**config.mk**
```make
export PLATFORM = sky130hd
export DESIGN_NAME = sto_ctrl
export DESIGN_NICKNAME = d
export VERILOG_FILES = /design/src/hdl/sto_pkg.sv /design/src/hdl/sto_ctrl.sv
export SDC_FILE = /design/constraint.sdc
export NUM_CORES = 1
export LEC_CHECK = 0
export ABC_AREA = 1
export CORE_MARGIN = 5
export CORE_UTILIZATION = 40
export CTS_BUF_LIST = sky130_fd_sc_hd__clkbuf_16
export DETAILED_ROUTE_END_ITERATION = 8
export DONT_BUFFER_PORTS = 1
export PLACE_DENSITY = 0.5
export SKIP_CTS_REPAIR_TIMING = 1
export SYNTH_ARGS = -nofsm -noshare
export SYNTH_HDL_FRONTEND = slang
export SYNTH_SLANG_ARGS = --single-unit
```
**constraint.sdc**
```tcl
create_clock -name pclk -period 3.7 [get_ports pclk]
set_input_delay 0.37 -clock pclk [delete_from_list [all_inputs] [get_ports pclk]]
set_output_delay 0.37 -clock pclk [all_outputs]
set_load 0.01 [all_outputs]
```
**src/hdl/sto_pkg.sv**
```systemverilog
// Purpose: constants and types for the two-channel torque-off controller
// Assumes: pclk at 250 MHz, registers reached over APB with 32-bit data
// Notes:   every offset, register reset value and timing count is named here once
package sto_pkg;

   // clock and timing
   localparam int unsigned CLK_MHZ         = 250;
   localparam int unsigned MON_CYCLE_US    = 4000;   // monitoring cycle
   localparam int unsigned MON_CYCLES      = CLK_MHZ * MON_CYCLE_US;
   localparam int unsigned HUNDREDTH_H_US  = 36_000_000; // 0.01 hour
   localparam int unsigned HUNDREDTH_TICKS = HUNDREDTH_H_US / MON_CYCLE_US;

   // register byte offsets
   localparam logic [7:0] ADDR_CFG_A  = 8'h00;
   localparam logic [7:0] ADDR_CFG_B  = 8'h04;
   localparam logic [7:0] ADDR_TEST   = 8'h08;
   localparam logic [7:0] ADDR_CMD    = 8'h0c;
   localparam logic [7:0] ADDR_STATUS = 8'h10;
   localparam logic [7:0] ADDR_TIMER  = 8'h14;

   // field positions and values
   localparam int unsigned EN_TERM_BIT = 0;
   localparam int unsigned EN_EXT_BIT  = 2;
   localparam int unsigned EN_FB_BIT   = 3;
   localparam int unsigned CMD_ACK_BIT = 0;
   localparam logic [19:0] TEST_MAX    = 20'hdbba0; // 9000.00 h
   localparam logic [19:0] TEST_RST    = 20'h00320; // 8.00 h
   localparam logic [31:0] CFG_RST     = 32'h00000000;

   // single-channel discrepancy message class
   typedef enum logic [1:0] {MSG_NONE, MSG_ALARM, MSG_FAULT} sto_msgm_t;

   // restart sequence
   typedef enum logic [1:0] {RUN_INHIBIT, RUN_READY, RUN_ON} sto_run_t;

   // per-channel configuration word
   typedef struct packed {
      logic [5:0] rsv_hi;   // reads zero
      sto_msgm_t  msgm;     // discrepancy message class
      logic [7:0] disc;     // discrepancy time, monitor cycles
      logic [7:0] deb;      // debounce time, monitor cycles
      logic [1:0] rsv_lo;   // reads zero
      logic       brake;    // brake drive enabled
      logic       wdraw;    // message withdraw bit
      logic [3:0] en;       // enable field
   } sto_cfg_t;

   // drive-facing outputs
   typedef struct packed {
      logic pulse_off_a;    // channel a switch-off path
      logic pulse_off_b;    // channel b switch-off path
      logic pulse_suppress; // combined pulse suppression
      logic brake_close;    // close holding brake
      logic inhibit;        // switching-on inhibit
      logic coast_stop;     // coast stop command
      logic arm_short;      // armature short-circuit active
      logic drive_on;       // drive switched on
      logic test_alarm;     // switch-off path test overdue
   } sto_drive_t;

endpackage

```
**src/hdl/sto_ctrl.sv**
```systemverilog
// Purpose: two-channel torque-off controller with test interval timer
// Assumes: terminal and on/off pins are asynchronous; fieldbus selects,
//          enables and requests come from logic on pclk
// Notes:   APB slave answers with zero wait states
//
// The APB slave port and the register offsets were chosen for this implementation.
`timescale 1ns/1ns
`default_nettype none
module sto_ctrl #(
   parameter int unsigned MON_CYCLES      = sto_pkg::MON_CYCLES,
   parameter int unsigned HUNDREDTH_TICKS = sto_pkg::HUNDREDTH_TICKS
) (
   input  wire logic        pclk,            // 250 MHz clock
   input  wire logic        presetn,         // async reset, active low
   input  wire logic        psel,            // apb select
   input  wire logic        penable,         // apb access phase
   input  wire logic        pwrite,          // apb write
   input  wire logic [7:0]  paddr,           // apb byte address
   input  wire logic [31:0] pwdata,          // apb write data
   output logic [31:0]      prdata,          // apb read data
   output logic             pready,          // apb ready
   output logic             pslverr,         // apb error
   input  wire logic        term_sel_n_a,    // channel a terminal, low sel
   input  wire logic        term_sel_n_b,    // channel b terminal, low sel
   input  wire logic [1:0]  fb_sel,          // fieldbus select per channel
   input  wire logic        startup_done,    // system fully started
   input  wire logic        brake_present,   // brake connected
   input  wire logic        drive_enable,    // drive enables issued
   input  wire logic        on_off_command,  // on/off pin
   input  wire logic        arm_short_req,   // armature short request
   input  wire logic        deact_req,       // component deactivate pulse
   output logic             deact_done,      // deactivation granted pulse
   output logic             deact_refused,   // deactivation refused pulse
   output sto_pkg::sto_drive_t drv           // drive-facing outputs
);
   import sto_pkg::*;

   // complete state of the block
   typedef struct packed {
      logic [2:0]      sync1;      // first synchroniser stage
      logic [2:0]      sync2;      // second synchroniser stage
      sto_cfg_t [1:0]  cfg;        // per-channel configuration
      logic [19:0]     test_set;   // test interval setting
      logic [19:0]     timer;      // remaining hundredths of hour
      logic [19:0]     mon_div;    // monitor cycle divider
      logic [13:0]     hh_div;     // hundredth-hour prescaler
      logic [1:0]      deb_lvl;    // debounced terminal selection
      logic [1:0][7:0] deb_cnt;    // debounce counters
      logic [7:0]      disc_cnt;   // discrepancy counter
      logic            disc_done;  // discrepancy already reported
      logic            started;    // startup completed
      logic [1:0]      sel;        // effective channel selection
      logic            sto_q;      // torque-off active last cycle
      logic            safety_msg; // pending safety message
      logic            fault;      // logged fault entry
      logic [1:0]      stop_pend;  // pending stop per channel
      sto_run_t        run;        // restart sequence state
      logic            on_off_q;   // on/off edge detect
      logic [31:0]     rdata;      // read data for access phase
      logic            err;        // error for access phase
      logic            dn;         // deactivation granted
      logic            rf;         // deactivation refused
      sto_drive_t      out;        // registered drive outputs
   } sto_state_t;

   sto_state_t s_q;   // registered state
   sto_state_t s_d;   // next state

   // combinational helpers
   logic        mon_tick;   // one monitoring cycle elapsed
   logic        hh_tick;    // one hundredth hour elapsed
   logic        term_en;    // terminal selection enabled
   logic        fb_en;      // fieldbus selection enabled
   logic        ext_fn;     // extended functions chosen
   logic        any_en;     // any safety function enabled
   logic [1:0]  raw_sel;    // selected level at terminals
   logic [1:0]  sel_now;    // selection this cycle
   logic        sto_now;    // torque-off selected
   logic        sto_fall;   // deselection event
   logic        sto_edge;   // selection or deselection
   logic        diff;       // channels disagree
   logic [7:0]  disc_lim;   // discrepancy window
   logic        disc_hit;   // window exceeded
   logic        setup;      // apb setup phase
   logic        access;     // apb access phase
   logic        on_fall;    // on/off falling edge
   logic        on_rise;    // on/off rising edge

   // zero wait state slave, data comes from the setup-phase flops
   assign pready  = 1'b1;
   assign prdata  = s_q.rdata;
   assign pslverr = s_q.err;
   assign deact_done    = s_q.dn;
   assign deact_refused = s_q.rf;
   assign drv     = s_q.out;

   // next-state logic
   always_comb begin
      s_d = s_q;
      setup  = psel & ~penable;
      access = psel & penable;

      // pins pass two flops before any logic reads them
      s_d.sync1 = {on_off_command, ~term_sel_n_b, ~term_sel_n_a};
      s_d.sync2 = s_q.sync1;
      raw_sel   = s_q.sync2[1:0];
      on_fall   = s_q.on_off_q & ~s_q.sync2[2];
      on_rise   = ~s_q.on_off_q & s_q.sync2[2];
      s_d.on_off_q = s_q.sync2[2];

      // monitoring cycle enable from the divider
      mon_tick = (s_q.mon_div == 20'(MON_CYCLES - 1));
      s_d.mon_div = mon_tick ? 20'h00000 : s_q.mon_div + 20'h00001;

      // enable decoding needs agreement of both channels, except any_en which takes either channel
      term_en = s_q.cfg[0].en[EN_TERM_BIT] & s_q.cfg[1].en[EN_TERM_BIT];
      fb_en   = s_q.cfg[0].en[EN_FB_BIT] & s_q.cfg[1].en[EN_FB_BIT];
      ext_fn  = s_q.cfg[0].en[EN_EXT_BIT] & s_q.cfg[1].en[EN_EXT_BIT];
      any_en  = (|s_q.cfg[0].en) | (|s_q.cfg[1].en);

      // debounce: a new level is taken once stable long enough
      for (int i = 0; i < 2; i++) begin
         if (raw_sel[i] == s_q.deb_lvl[i]) begin
            s_d.deb_cnt[i] = 8'h00;
         end else if (s_q.deb_cnt[i] >= s_q.cfg[i].deb) begin
            s_d.deb_lvl[i] = raw_sel[i];
            s_d.deb_cnt[i] = 8'h00;
         end else if (mon_tick) begin
            s_d.deb_cnt[i] = s_q.deb_cnt[i] + 8'h01;
         end
      end

      // startup latch; until then both paths stay selected
      if (startup_done) begin
         s_d.started = 1'b1;
      end
      if (!s_q.started) begin
         sel_now = 2'b11;
      end else begin
         sel_now = ({2{term_en}} & s_q.deb_lvl) | ({2{fb_en}} & fb_sel);
      end
      s_d.sel  = sel_now;
      sto_now  = |sel_now;
      s_d.sto_q = sto_now;
      sto_fall = s_q.sto_q & ~sto_now;      // internal acknowledgement
      sto_edge = s_q.sto_q ^ sto_now;

      // discrepancy supervision with the longer channel window
      diff     = sel_now[0] ^ sel_now[1];
      disc_lim = (s_q.cfg[0].disc > s_q.cfg[1].disc) ?
                 s_q.cfg[0].disc : s_q.cfg[1].disc;
      disc_hit = diff & ~s_q.disc_done & (s_q.disc_cnt >= disc_lim);
      if (!diff) begin
         s_d.disc_cnt  = 8'h00;
         s_d.disc_done = 1'b0;
      end else if (disc_hit) begin
         s_d.disc_done = 1'b1;
      end else if (mon_tick) begin
         s_d.disc_cnt = s_q.disc_cnt + 8'h01;
      end

      // pending stops drop on deselection, new ones win
      if (sto_fall) begin
         s_d.stop_pend = 2'b00;
      end
      // safety messages withdrawn on either edge if enabled
      if (sto_edge && (s_q.cfg[0].wdraw || s_q.cfg[1].wdraw)) begin
         s_d.safety_msg = 1'b0;
      end
      // faults only go on acknowledgement with the cause removed
      if (access && pwrite && paddr == ADDR_CMD &&
          pwdata[CMD_ACK_BIT] && !diff) begin
         s_d.fault = 1'b0;
      end
      // discrepancy report by configured class; silent by default
      if (disc_hit) begin
         case (s_q.cfg[0].msgm)
            MSG_ALARM: begin
               s_d.safety_msg = 1'b1;
            end
            MSG_FAULT: begin
               s_d.fault     = 1'b1;
               s_d.stop_pend = 2'b11;
            end
            default: begin
            end
         endcase
      end

      // hundredth-hour prescaler runs only while deselected
      hh_tick = 1'b0;
      if (!sto_now && mon_tick) begin
         hh_tick = (s_q.hh_div == 14'(HUNDREDTH_TICKS - 1));
         s_d.hh_div = hh_tick ? 14'h0000 : s_q.hh_div + 14'h0001;
      end

      // test interval timer and overdue alarm
      if (sto_fall) begin
         s_d.timer = s_q.test_set;
         s_d.out.test_alarm = 1'b0;               // test performed
      end else if (s_q.timer == 20'h00000) begin
         s_d.out.test_alarm = ~sto_now | s_q.out.test_alarm;
      end else if (hh_tick) begin
         s_d.timer = s_q.timer - 20'h00001;
      end

      // restart sequence; deselection alone never switches on
      case (s_q.run)
         RUN_INHIBIT: begin
            // on/off falling edge clears the inhibit
            if (!sto_now && drive_enable && on_fall) begin
               s_d.run = RUN_READY;
            end
         end
         RUN_READY: begin
            if (sto_now) begin
               s_d.run = RUN_INHIBIT;
            end else if (drive_enable && on_rise) begin
               s_d.run = RUN_ON;
            end
         end
         RUN_ON: begin
            if (sto_now) begin
               s_d.run = RUN_INHIBIT;
            end else if (!drive_enable) begin
               s_d.run = RUN_READY;
            end
         end
         default: begin
            s_d.run = RUN_INHIBIT;
         end
      endcase
      if (sto_now) begin
         s_d.run = RUN_INHIBIT;
      end

      // drive outputs; the test alarm feeds none of them
      s_d.out.pulse_off_a    = sel_now[0];
      s_d.out.pulse_off_b    = sel_now[1];
      s_d.out.pulse_suppress = sel_now[0] | sel_now[1];
      s_d.out.brake_close    = sto_now & brake_present &
                               s_q.cfg[0].brake & s_q.cfg[1].brake;
      s_d.out.inhibit        = (s_d.run == RUN_INHIBIT);
      s_d.out.drive_on       = (s_d.run == RUN_ON);
      s_d.out.coast_stop     = sto_now;
      s_d.out.arm_short      = arm_short_req & ~sto_now;

      // component deactivation is refused while enabled
      s_d.dn = deact_req & ~any_en;
      s_d.rf = deact_req & any_en;

      // apb write at the access phase
      if (access && pwrite) begin
         if (paddr == ADDR_CFG_A) begin
            s_d.cfg[0] = sto_cfg_t'(pwdata & 32'h03ffff3f);
         end else if (paddr == ADDR_CFG_B) begin
            s_d.cfg[1] = sto_cfg_t'(pwdata & 32'h03ffff3f);
         end else if (paddr == ADDR_TEST && pwdata <= 32'(TEST_MAX)) begin
            s_d.test_set = pwdata[19:0];
         end
      end

      // apb read data and error prepared in the setup phase
      s_d.rdata = 32'h00000000;
      s_d.err   = 1'b0;
      if (setup) begin
         if (paddr == ADDR_CFG_A) begin
            s_d.rdata = s_q.cfg[0];
         end else if (paddr == ADDR_CFG_B) begin
            s_d.rdata = s_q.cfg[1];
         end else if (paddr == ADDR_TEST) begin
            s_d.rdata = {12'h000, s_q.test_set};
            // an out-of-range setting is refused and flagged
            s_d.err   = pwrite & (pwdata > 32'(TEST_MAX));
         end else if (paddr == ADDR_CMD) begin
            s_d.rdata = 32'h00000000;
         end else if (paddr == ADDR_STATUS) begin
            s_d.rdata = {18'h00000, s_q.started, ext_fn, s_q.stop_pend,
                         s_q.fault, s_q.safety_msg, s_q.disc_done,
                         s_q.out.test_alarm, s_q.out.drive_on,
                         s_q.out.inhibit, s_q.out.brake_close,
                         s_q.out.pulse_off_b, s_q.out.pulse_off_a, s_q.sto_q};
         end else if (paddr == ADDR_TIMER) begin
            s_d.rdata = {12'h000, s_q.timer};
         end else begin
            s_d.err = 1'b1;                       // unmapped address
         end
      end
   end

   // state register
   always_ff @(posedge pclk or negedge presetn) begin
      if (!presetn) begin
         s_q          <= '0;
         s_q.cfg      <= {CFG_RST, CFG_RST};
         s_q.test_set <= TEST_RST;
         s_q.timer    <= TEST_RST;
         s_q.sel      <= 2'b11;
         s_q.sto_q    <= 1'b1;                    // safe until started
         s_q.run      <= RUN_INHIBIT;
         // the on/off pin idles high; starting its flops low would
         // show a false rising edge right after reset
         s_q.sync1    <= 3'b100;
         s_q.sync2    <= 3'b100;
         s_q.on_off_q <= 1'b1;
         s_q.out      <= '{pulse_off_a: 1'b1, pulse_off_b: 1'b1,
                           pulse_suppress: 1'b1, coast_stop: 1'b1,
                           inhibit: 1'b1, default: 1'b0};
      end else begin
         s_q <= s_d;
      end
   end
endmodule
`default_nettype wire

```
==> results of run 1 <==
metal layers:
metal  GRT usage (%)  vias up  share of wire [%]
met2            32.4      223                 45
met4            4.09        0                1.2
met5               0        -                  0
met3            4.71       22                6.5
li1                -     4649                  -
met1            29.2     4466                 47
final timing paths:
| path | from | to | slack, ns | cells after the start |
|---|---|---|---|---|
| max | s_q[173]$_DFFE_PN0P_ | s_q[58]$_DFFE_PN0P_ | 0.45 | 17 |
| min | presetn | s_q[103]$_DFF_PN0_ | -0.37 | 0 |
| max reg2reg | s_q[173]$_DFFE_PN0P_ | s_q[58]$_DFFE_PN0P_ | 0.45 | 17 |
| min reg2reg | s_d[221]$_DFF_PN0_ | raw_sel[1]$_DFF_PN0_ | 0.35 | 0 |
| max in group asynchronous | presetn | s_q[151]$_DFFE_PN0P_ | 3.64 | 0 |
| min in group pclk | arm_short_req | drv[2]$_DFF_PN0_ | 0.04 | 2 |
synth_stat cells (all sizes together):
| master | number | area [sq um] |
|---|---|---|
| o22ai | 4 | 25.0 |
| o21bai | 1 | 7.51 |
| nor3 | 28 | 145 |
| o21ai | 111 | 556 |
| nand3 | 118 | 608 |
| nand2 | 405 | 1540 |
| dfrtp | 187 | 4680 |
| or4 | 1 | 7.51 |
| o211ai | 3 | 22.5 |
| clkbuf | 17 | 63.8 |
| clkinv | 4 | 15.0 |
| buf | 61 | 439 |
| a21oi | 62 | 310 |
| o21a | 1 | 7.51 |
| a31oi | 3 | 18.8 |
| nor2 | 149 | 599 |
| a31o | 2 | 17.5 |
| ha | 40 | 500 |
| nor4 | 2 | 12.5 |
| a211oi | 1 | 7.51 |
| and2 | 1 | 6.26 |
| nand3b | 3 | 22.5 |
| conb | 2 | 7.51 |
| o31ai | 1 | 7.51 |
| inv | 182 | 683 |
| a21boi | 1 | 7.51 |
| nand4 | 29 | 181 |
| xnor2 | 8 | 70.1 |
| xor2 | 32 | 280 |
| o221ai | 12 | 105 |
| or2 | 2 | 12.5 |
| dfstp | 13 | 342 |
cells by family after synthesis:
logic type	synth area share, %
adders and majority gates	4.43
other	0.0664
DFF	44.4
AOI/OAI and AO/OA	9.66
and+or+nand+nor	27.7
xor gates and xnor gates	3.10
buffers and inverters	10.6
stage by stage:
step	power, uW	utilization [%]	setup slack, ns	instance area (sq um)	hold slack [ns]
finish	4900	43.0	0.447	12000	-0.373
global route	5160	43.0	0.109	12000	-0.399
CTS	4940	42.9	0.398	11900	-0.386
detailed placement	3070	40.8	0.410	11400	0.0864
global placement	3070	40.8	0.488	11400	0.0854
floorplan	2930	-	0.752	11300	0.0744
layout make-up:
cell class,instances,area share (%)
tap,378,3.95
clock buffer,17,3.55
inverter,186,5.83
clock inverter,15,1.19
multi-input combinational,1027,42.6
timing repair buffer,14,0.940
sequential,200,41.9
where the power goes:
group	switching, uW	internal, uW	total [uW]
Sequential	109	2290	2400
Clock	913	947	1860
Combinational	419	227	646
Total	1440	3460	4900
registers in the layout, summed over array words and instances (netlist names), named ones only:
name           cells
s_q              157
deact_refused      1
s_d                4
prdata            26
deact_done         1
drv                7
pslverr            1
raw_sel            2
critical path, cell delays in order, from the launching register on:
cell	delay (ns)
dfrtp_1	0.42
ha_1	0.32
inv_1	0.06
nor2_1	0.04
o21ai_0	0.16
a21boi_0	0.14
o21ai_2	0.26
buf_4	0.20
o21ai_0	0.10
ha_1	0.19
a21oi_1	0.14
nor2_1	0.05
nor3_1	0.16
nand3_1	0.16
nand2_1	0.29
nand2_1	0.27
nand2_1	0.11
nand2_1	0.06
==> impl_metrics.ini, run 1 <==
[global_route]
overflow = 0
grt_max_degree = 201
grt_pass1_wl_um = 50800
antenna_found_initial = 0
grt_pass1_vias = 9095
track_usage_pct = 20.6

[timing]
rsz0062_at_grt = false
hold_slack_ns = -0.373
maxSlewViolCount = 0
hold_viol = 200
tightest_slew_ns = 0.996
finalCritPeriodShare_pct = 87.9
period_minus_slack_ns = 3.25
skew_ns = 0.0199
finalSetupTns_ns = 0
setup_viol_count_final = 0
fmax_ghz = 0.307
max_slew_margin_pct = 33.5

[drt]
wirelength_um = 31700
wire_per_inst_um = 17.3
drtAntennaViolNets = 0
firstDrtPassIters = 5
vias_per_cell = 5.10
vias = 9360
drt_iter0_markers = 653
drc = 0

[die]
initial_core_util_pct = 40.6
die_x_um = 178
die_area_sq_mm = 0.0317
die_h_um = 178
core_sq_mm = 0.0279
ios = 100
placementRows = 61

[pwr]
vdd_ir_drop_max_uv = 280
powerDensity_mw_per_mm2 = 409
power.leakage_uw = 0.00600

[final_layout]
layout.nets = 1541
fill_cells = 2892
drive_gt1_share_pct = 5.69
multi_input_area_sq_mm = 0.00510
n_antenna_cell = 0
mostFrequentLayoutCells = 399 x nand2_1, 187 x dfrtp_1, 177 x inv_1
ff_latch_area_sq_mm = 0.00502
layout_commonest_cell = nand2_1
instances_no_fill = 1837
area_growth_pct = 5.96

[clock_network]
clock_sinks = 200
cts_buffers = 17
htreeDepth = 4
cts_tree = built
clk_pin_slew_ns = 0.07
clockBufferDepth = 2
clk_latency_ns = 0.44
cts_root_buf = clkbuf_16

[hold_path]
min-delay-path-class = input port to asynchronous set/reset pin

[run]
drv_cap = 0

[run_status]
status = complete, but fails checks
violations = negative hold slack

[synthesis]
synth_seq_cells = 200
synth_area_sq_mm = 0.0113
ys_types = 43
synth_warnings = 0
synth-seq-area-share_pct = 44.4
syn_inst = 1486
avgSynthCellArea_sq_um = 7.61

[critical_path]
critPathLaunchType = flop
required_ns = 4.02
critical_path_class = flop to flop
endpoint_kind = flop
worstPathArrival_ns = 3.57
path_max_fanout = 10

[place]
portBuffers = 0
hpwlAfterDp_um = 23200
placed_cells_incl_taps = 1802
gp_congestion = 0.864
Note: power is estimated with default switching activity, not from simulation.
==> inputs of run 2 (changes only) <==
--- a/config.mk
+++ b/config.mk
@@ -5,7 +5,6 @@
 export SDC_FILE = /design/constraint.sdc
 export NUM_CORES = 1
 export LEC_CHECK = 0
-export ABC_AREA = 1
 export CORE_MARGIN = 5
 export CORE_UTILIZATION = 40
 export CTS_BUF_LIST = sky130_fd_sc_hd__clkbuf_16
==> run 2 against run 1 <==
- the run still ends with negative hold slack left
- cell count decreased by 27%
- non-clock buffer count increased by 9
- register-to-register slack got worse by 0.27 ns
- sequential share of layout area increased by 3.0 points
- global-route usage decreased by 1.8 points
- final area decreased by 6.8%
- maximum frequency decreased by 7.6%
- die area decreased by 7.8%
- synthesized cell count decreased by 31%
- hold slack improved by 0.0039 ns
- power decreased by 12%
- largest power group unchanged
- combinational power decreased by 80%
==> impl_metrics.ini, run 2 <==
[die]
core_sq_mm = 0.0258
ios = 100
die_area_sq_mm = 0.0292
initial_core_util_pct = 40.2
die_h_um = 171
die_x_um = 171
placementRows = 59

[synthesis]
ys.flop_type = dfrtp_1
synth_warnings = 0
synth_area_sq_mm = 0.0104
syn_inst = 1022
synthTopCellsByArea = dfrtp_1 45%, mux2_2 5.8%, ha_1 4.8%
synth-seq-area-share_pct = 48.4
avgSynthCellArea_sq_um = 10.1
synth.largest_area_cell = dfrtp_1
synth_seq_cells = 200
yosysMostFrequentCell = dfrtp_1
synth_top_area_share_pct = 45.1
ys_async_sr_fraction_pct = 100
synth_enable_flop_cells = 0
ys_types = 62
synthTopCellsByCount = 187 x dfrtp_1, 90 x nand2_1, 79 x nor2_1, 68 x o21ai_0, 54 x a21oi_1

[critical_path]
endpoint_kind = flop
critPathBufInv = 0
reg2reg_to = s_q[59]$_DFFE_PN0P_
crit_top_cell = ha_1
critical_path_class = flop to flop
r2r_slack_ns = 0.18
critical_path.max_stage_delay_ns = 0.50
path_cells = ha_1, a21o_1, a21oi_2, nor2b_1, o22ai_1, o31a_1, mux2_2, ha_1, nand2b_1, a211oi_2, o21bai_2, a21o_4, or4_1, a21oi_1
worstReg2RegStart = s_q[177]$_DFFE_PN0P_
crit_cells = 14
critPathLaunchType = flop
critPathTopFamily = compound AO/OA/AOI/OAI gates
slowest_stage = or4_1
required_ns = 4.05
path_max_fanout = 8
reg2reg_depth = 14
worstPathArrival_ns = 3.87

[place]
hpwlAfterDp_um = 19400
placed_cells_incl_taps = 1298
gp_congestion = 0.847
portBuffers = 0
dp_slack_ns = 0.117

[final_layout]
largest_reg_flops = 157
n_antenna_cell = 0
fill_cells = 2460
instances_no_fill = 1338
drive_gt1_share_pct = 14.0
layout.nets = 1085
regMostFlops = s_q
area_growth_pct = 7.70
layout_commonest_cell = dfrtp_1
mostFrequentLayoutCells = 187 x dfrtp_1, 90 x nand2_1, 77 x nor2_1

[pwr]
vdd_ir_drop_max_uv = 209
powerDensity_mw_per_mm2 = 385
power.leakage_uw = 0.00512
p_total_uw = 4300

[clock_network]
clk_latency_ns = 0.44
cts_root_buf = clkbuf_16
clk_pin_slew_ns = 0.08
htreeDepth = 4
cts_tree = built
clockBufferDepth = 2
clock_sinks = 200
cts_buffers = 17

[timing]
finalSetupTns_ns = 0
skew_ns = 0.0144
finalCritPeriodShare_pct = 95.2
period_minus_slack_ns = 3.52
hold_viol = 200
tightest_slew_ns = 1.23
maxSlewViolCount = 0
max_slew_margin_pct = 18.2
hold_slack_ns = -0.369
layout_setup_ws_ns = 0.177
fmax_ghz = 0.284
setup_viol_count_final = 0

[hold_path]
min-delay-path-class = input port to asynchronous set/reset pin

[global_route]
antenna_found_initial = 1
grt_max_degree = 201
overflow = 0
grt_pass1_vias = 7174
track_usage_pct = 18.8
grt_pass1_wl_um = 42500

[drt]
drt_iter0_markers = 553
wire_per_inst_um = 20.5
vias_per_cell = 5.45
drtAntennaViolNets = 0
vias = 7287
firstDrtPassIters = 4
drc = 0
wirelength_um = 27400

[run]
drv_cap = 0

[run_status]
status = complete, but fails checks
violations = negative hold slack
## run 2: cell type report
cell class              count  area, sq um  area share, %
flip-flops and latches    200         5020           45.0
multi-input cells         705         4770           42.7
clock buffers              17          425           3.81
well taps                 335          419           3.75
repair buffers             23          196           1.76
clock inverters            15          173           1.55
inverters                  43          161           1.45
## run 2: worst reg2reg max path, delay by kind of cell, from the launching register on
| kind | cells | cell delay, ns |
|---|---|---|
| compound gates | 8 | 1.35 |
| simple gates | 3 | 0.71 |
| mux | 1 | 0.35 |
| flops | 1 | 0.42 |
| fa+ha+maj | 2 | 0.60 |
## run 2: power breakdown
group	switching (uW)	leakage [uW]	internal [uW]	total, uW
sequential	29.3	0.00259	2220	2250
clock	954	0.000294	972	1930
combinational	71.4	0.00224	54.5	126
total	1050	0.00512	3250	4300
## run 2: worst max path at each step
| stage | from | end |
|---|---|---|
| global route | s_q[209]$_DFFE_PN0P_ | s_q[59]$_DFFE_PN0P_ |
| floorplan | s_q[177]$_DFFE_PN0P_ | s_q[63]$_DFFE_PN0P_ |
| finish | s_q[177]$_DFFE_PN0P_ | s_q[59]$_DFFE_PN0P_ |
| global placement | s_q[177]$_DFFE_PN0P_ | s_q[59]$_DFFE_PN0P_ |
| CTS | s_q[177]$_DFFE_PN0P_ | s_q[59]$_DFFE_PN0P_ |
| detailed placement | s_q[177]$_DFFE_PN0P_ | s_q[56]$_DFFE_PN0P_ |
## run 2: logic make-up (layout without fill, tap and decap cells)
group,after synthesis,in the layout,synth area share (%)
other,2,7,0.0724
AO/OA/AOI/OAI,179,179,10.2
multiplexers,73,73,7.69
buffers and inverters,122,98,6.10
XOR/XNOR,60,60,5.07
AND/OR/NAND/NOR,346,346,17.6
adder cells (fa/ha/maj),40,40,4.83
flip-flops,200,200,48.4
## run 2: stage by stage
stage               hold slack (ns)  util (%)  area (sq um)
floorplan                    0.0744         -         10400
global placement             0.0877      40.6         10500
detailed placement           0.0885      40.6         10500
CTS                          -0.391      42.9         11100
global route                 -0.402      43.3         11200
finish                       -0.369      43.3         11200
## run 2: routing by layer
layer  global-route usage, %  wire (um)  vias up
li1                        -          -     3481
met1                    26.8      12900     3620
met3                    4.99       1590       17
met4                    3.27        227        2
met5                       0          9        -
met2                    29.4      12700      167
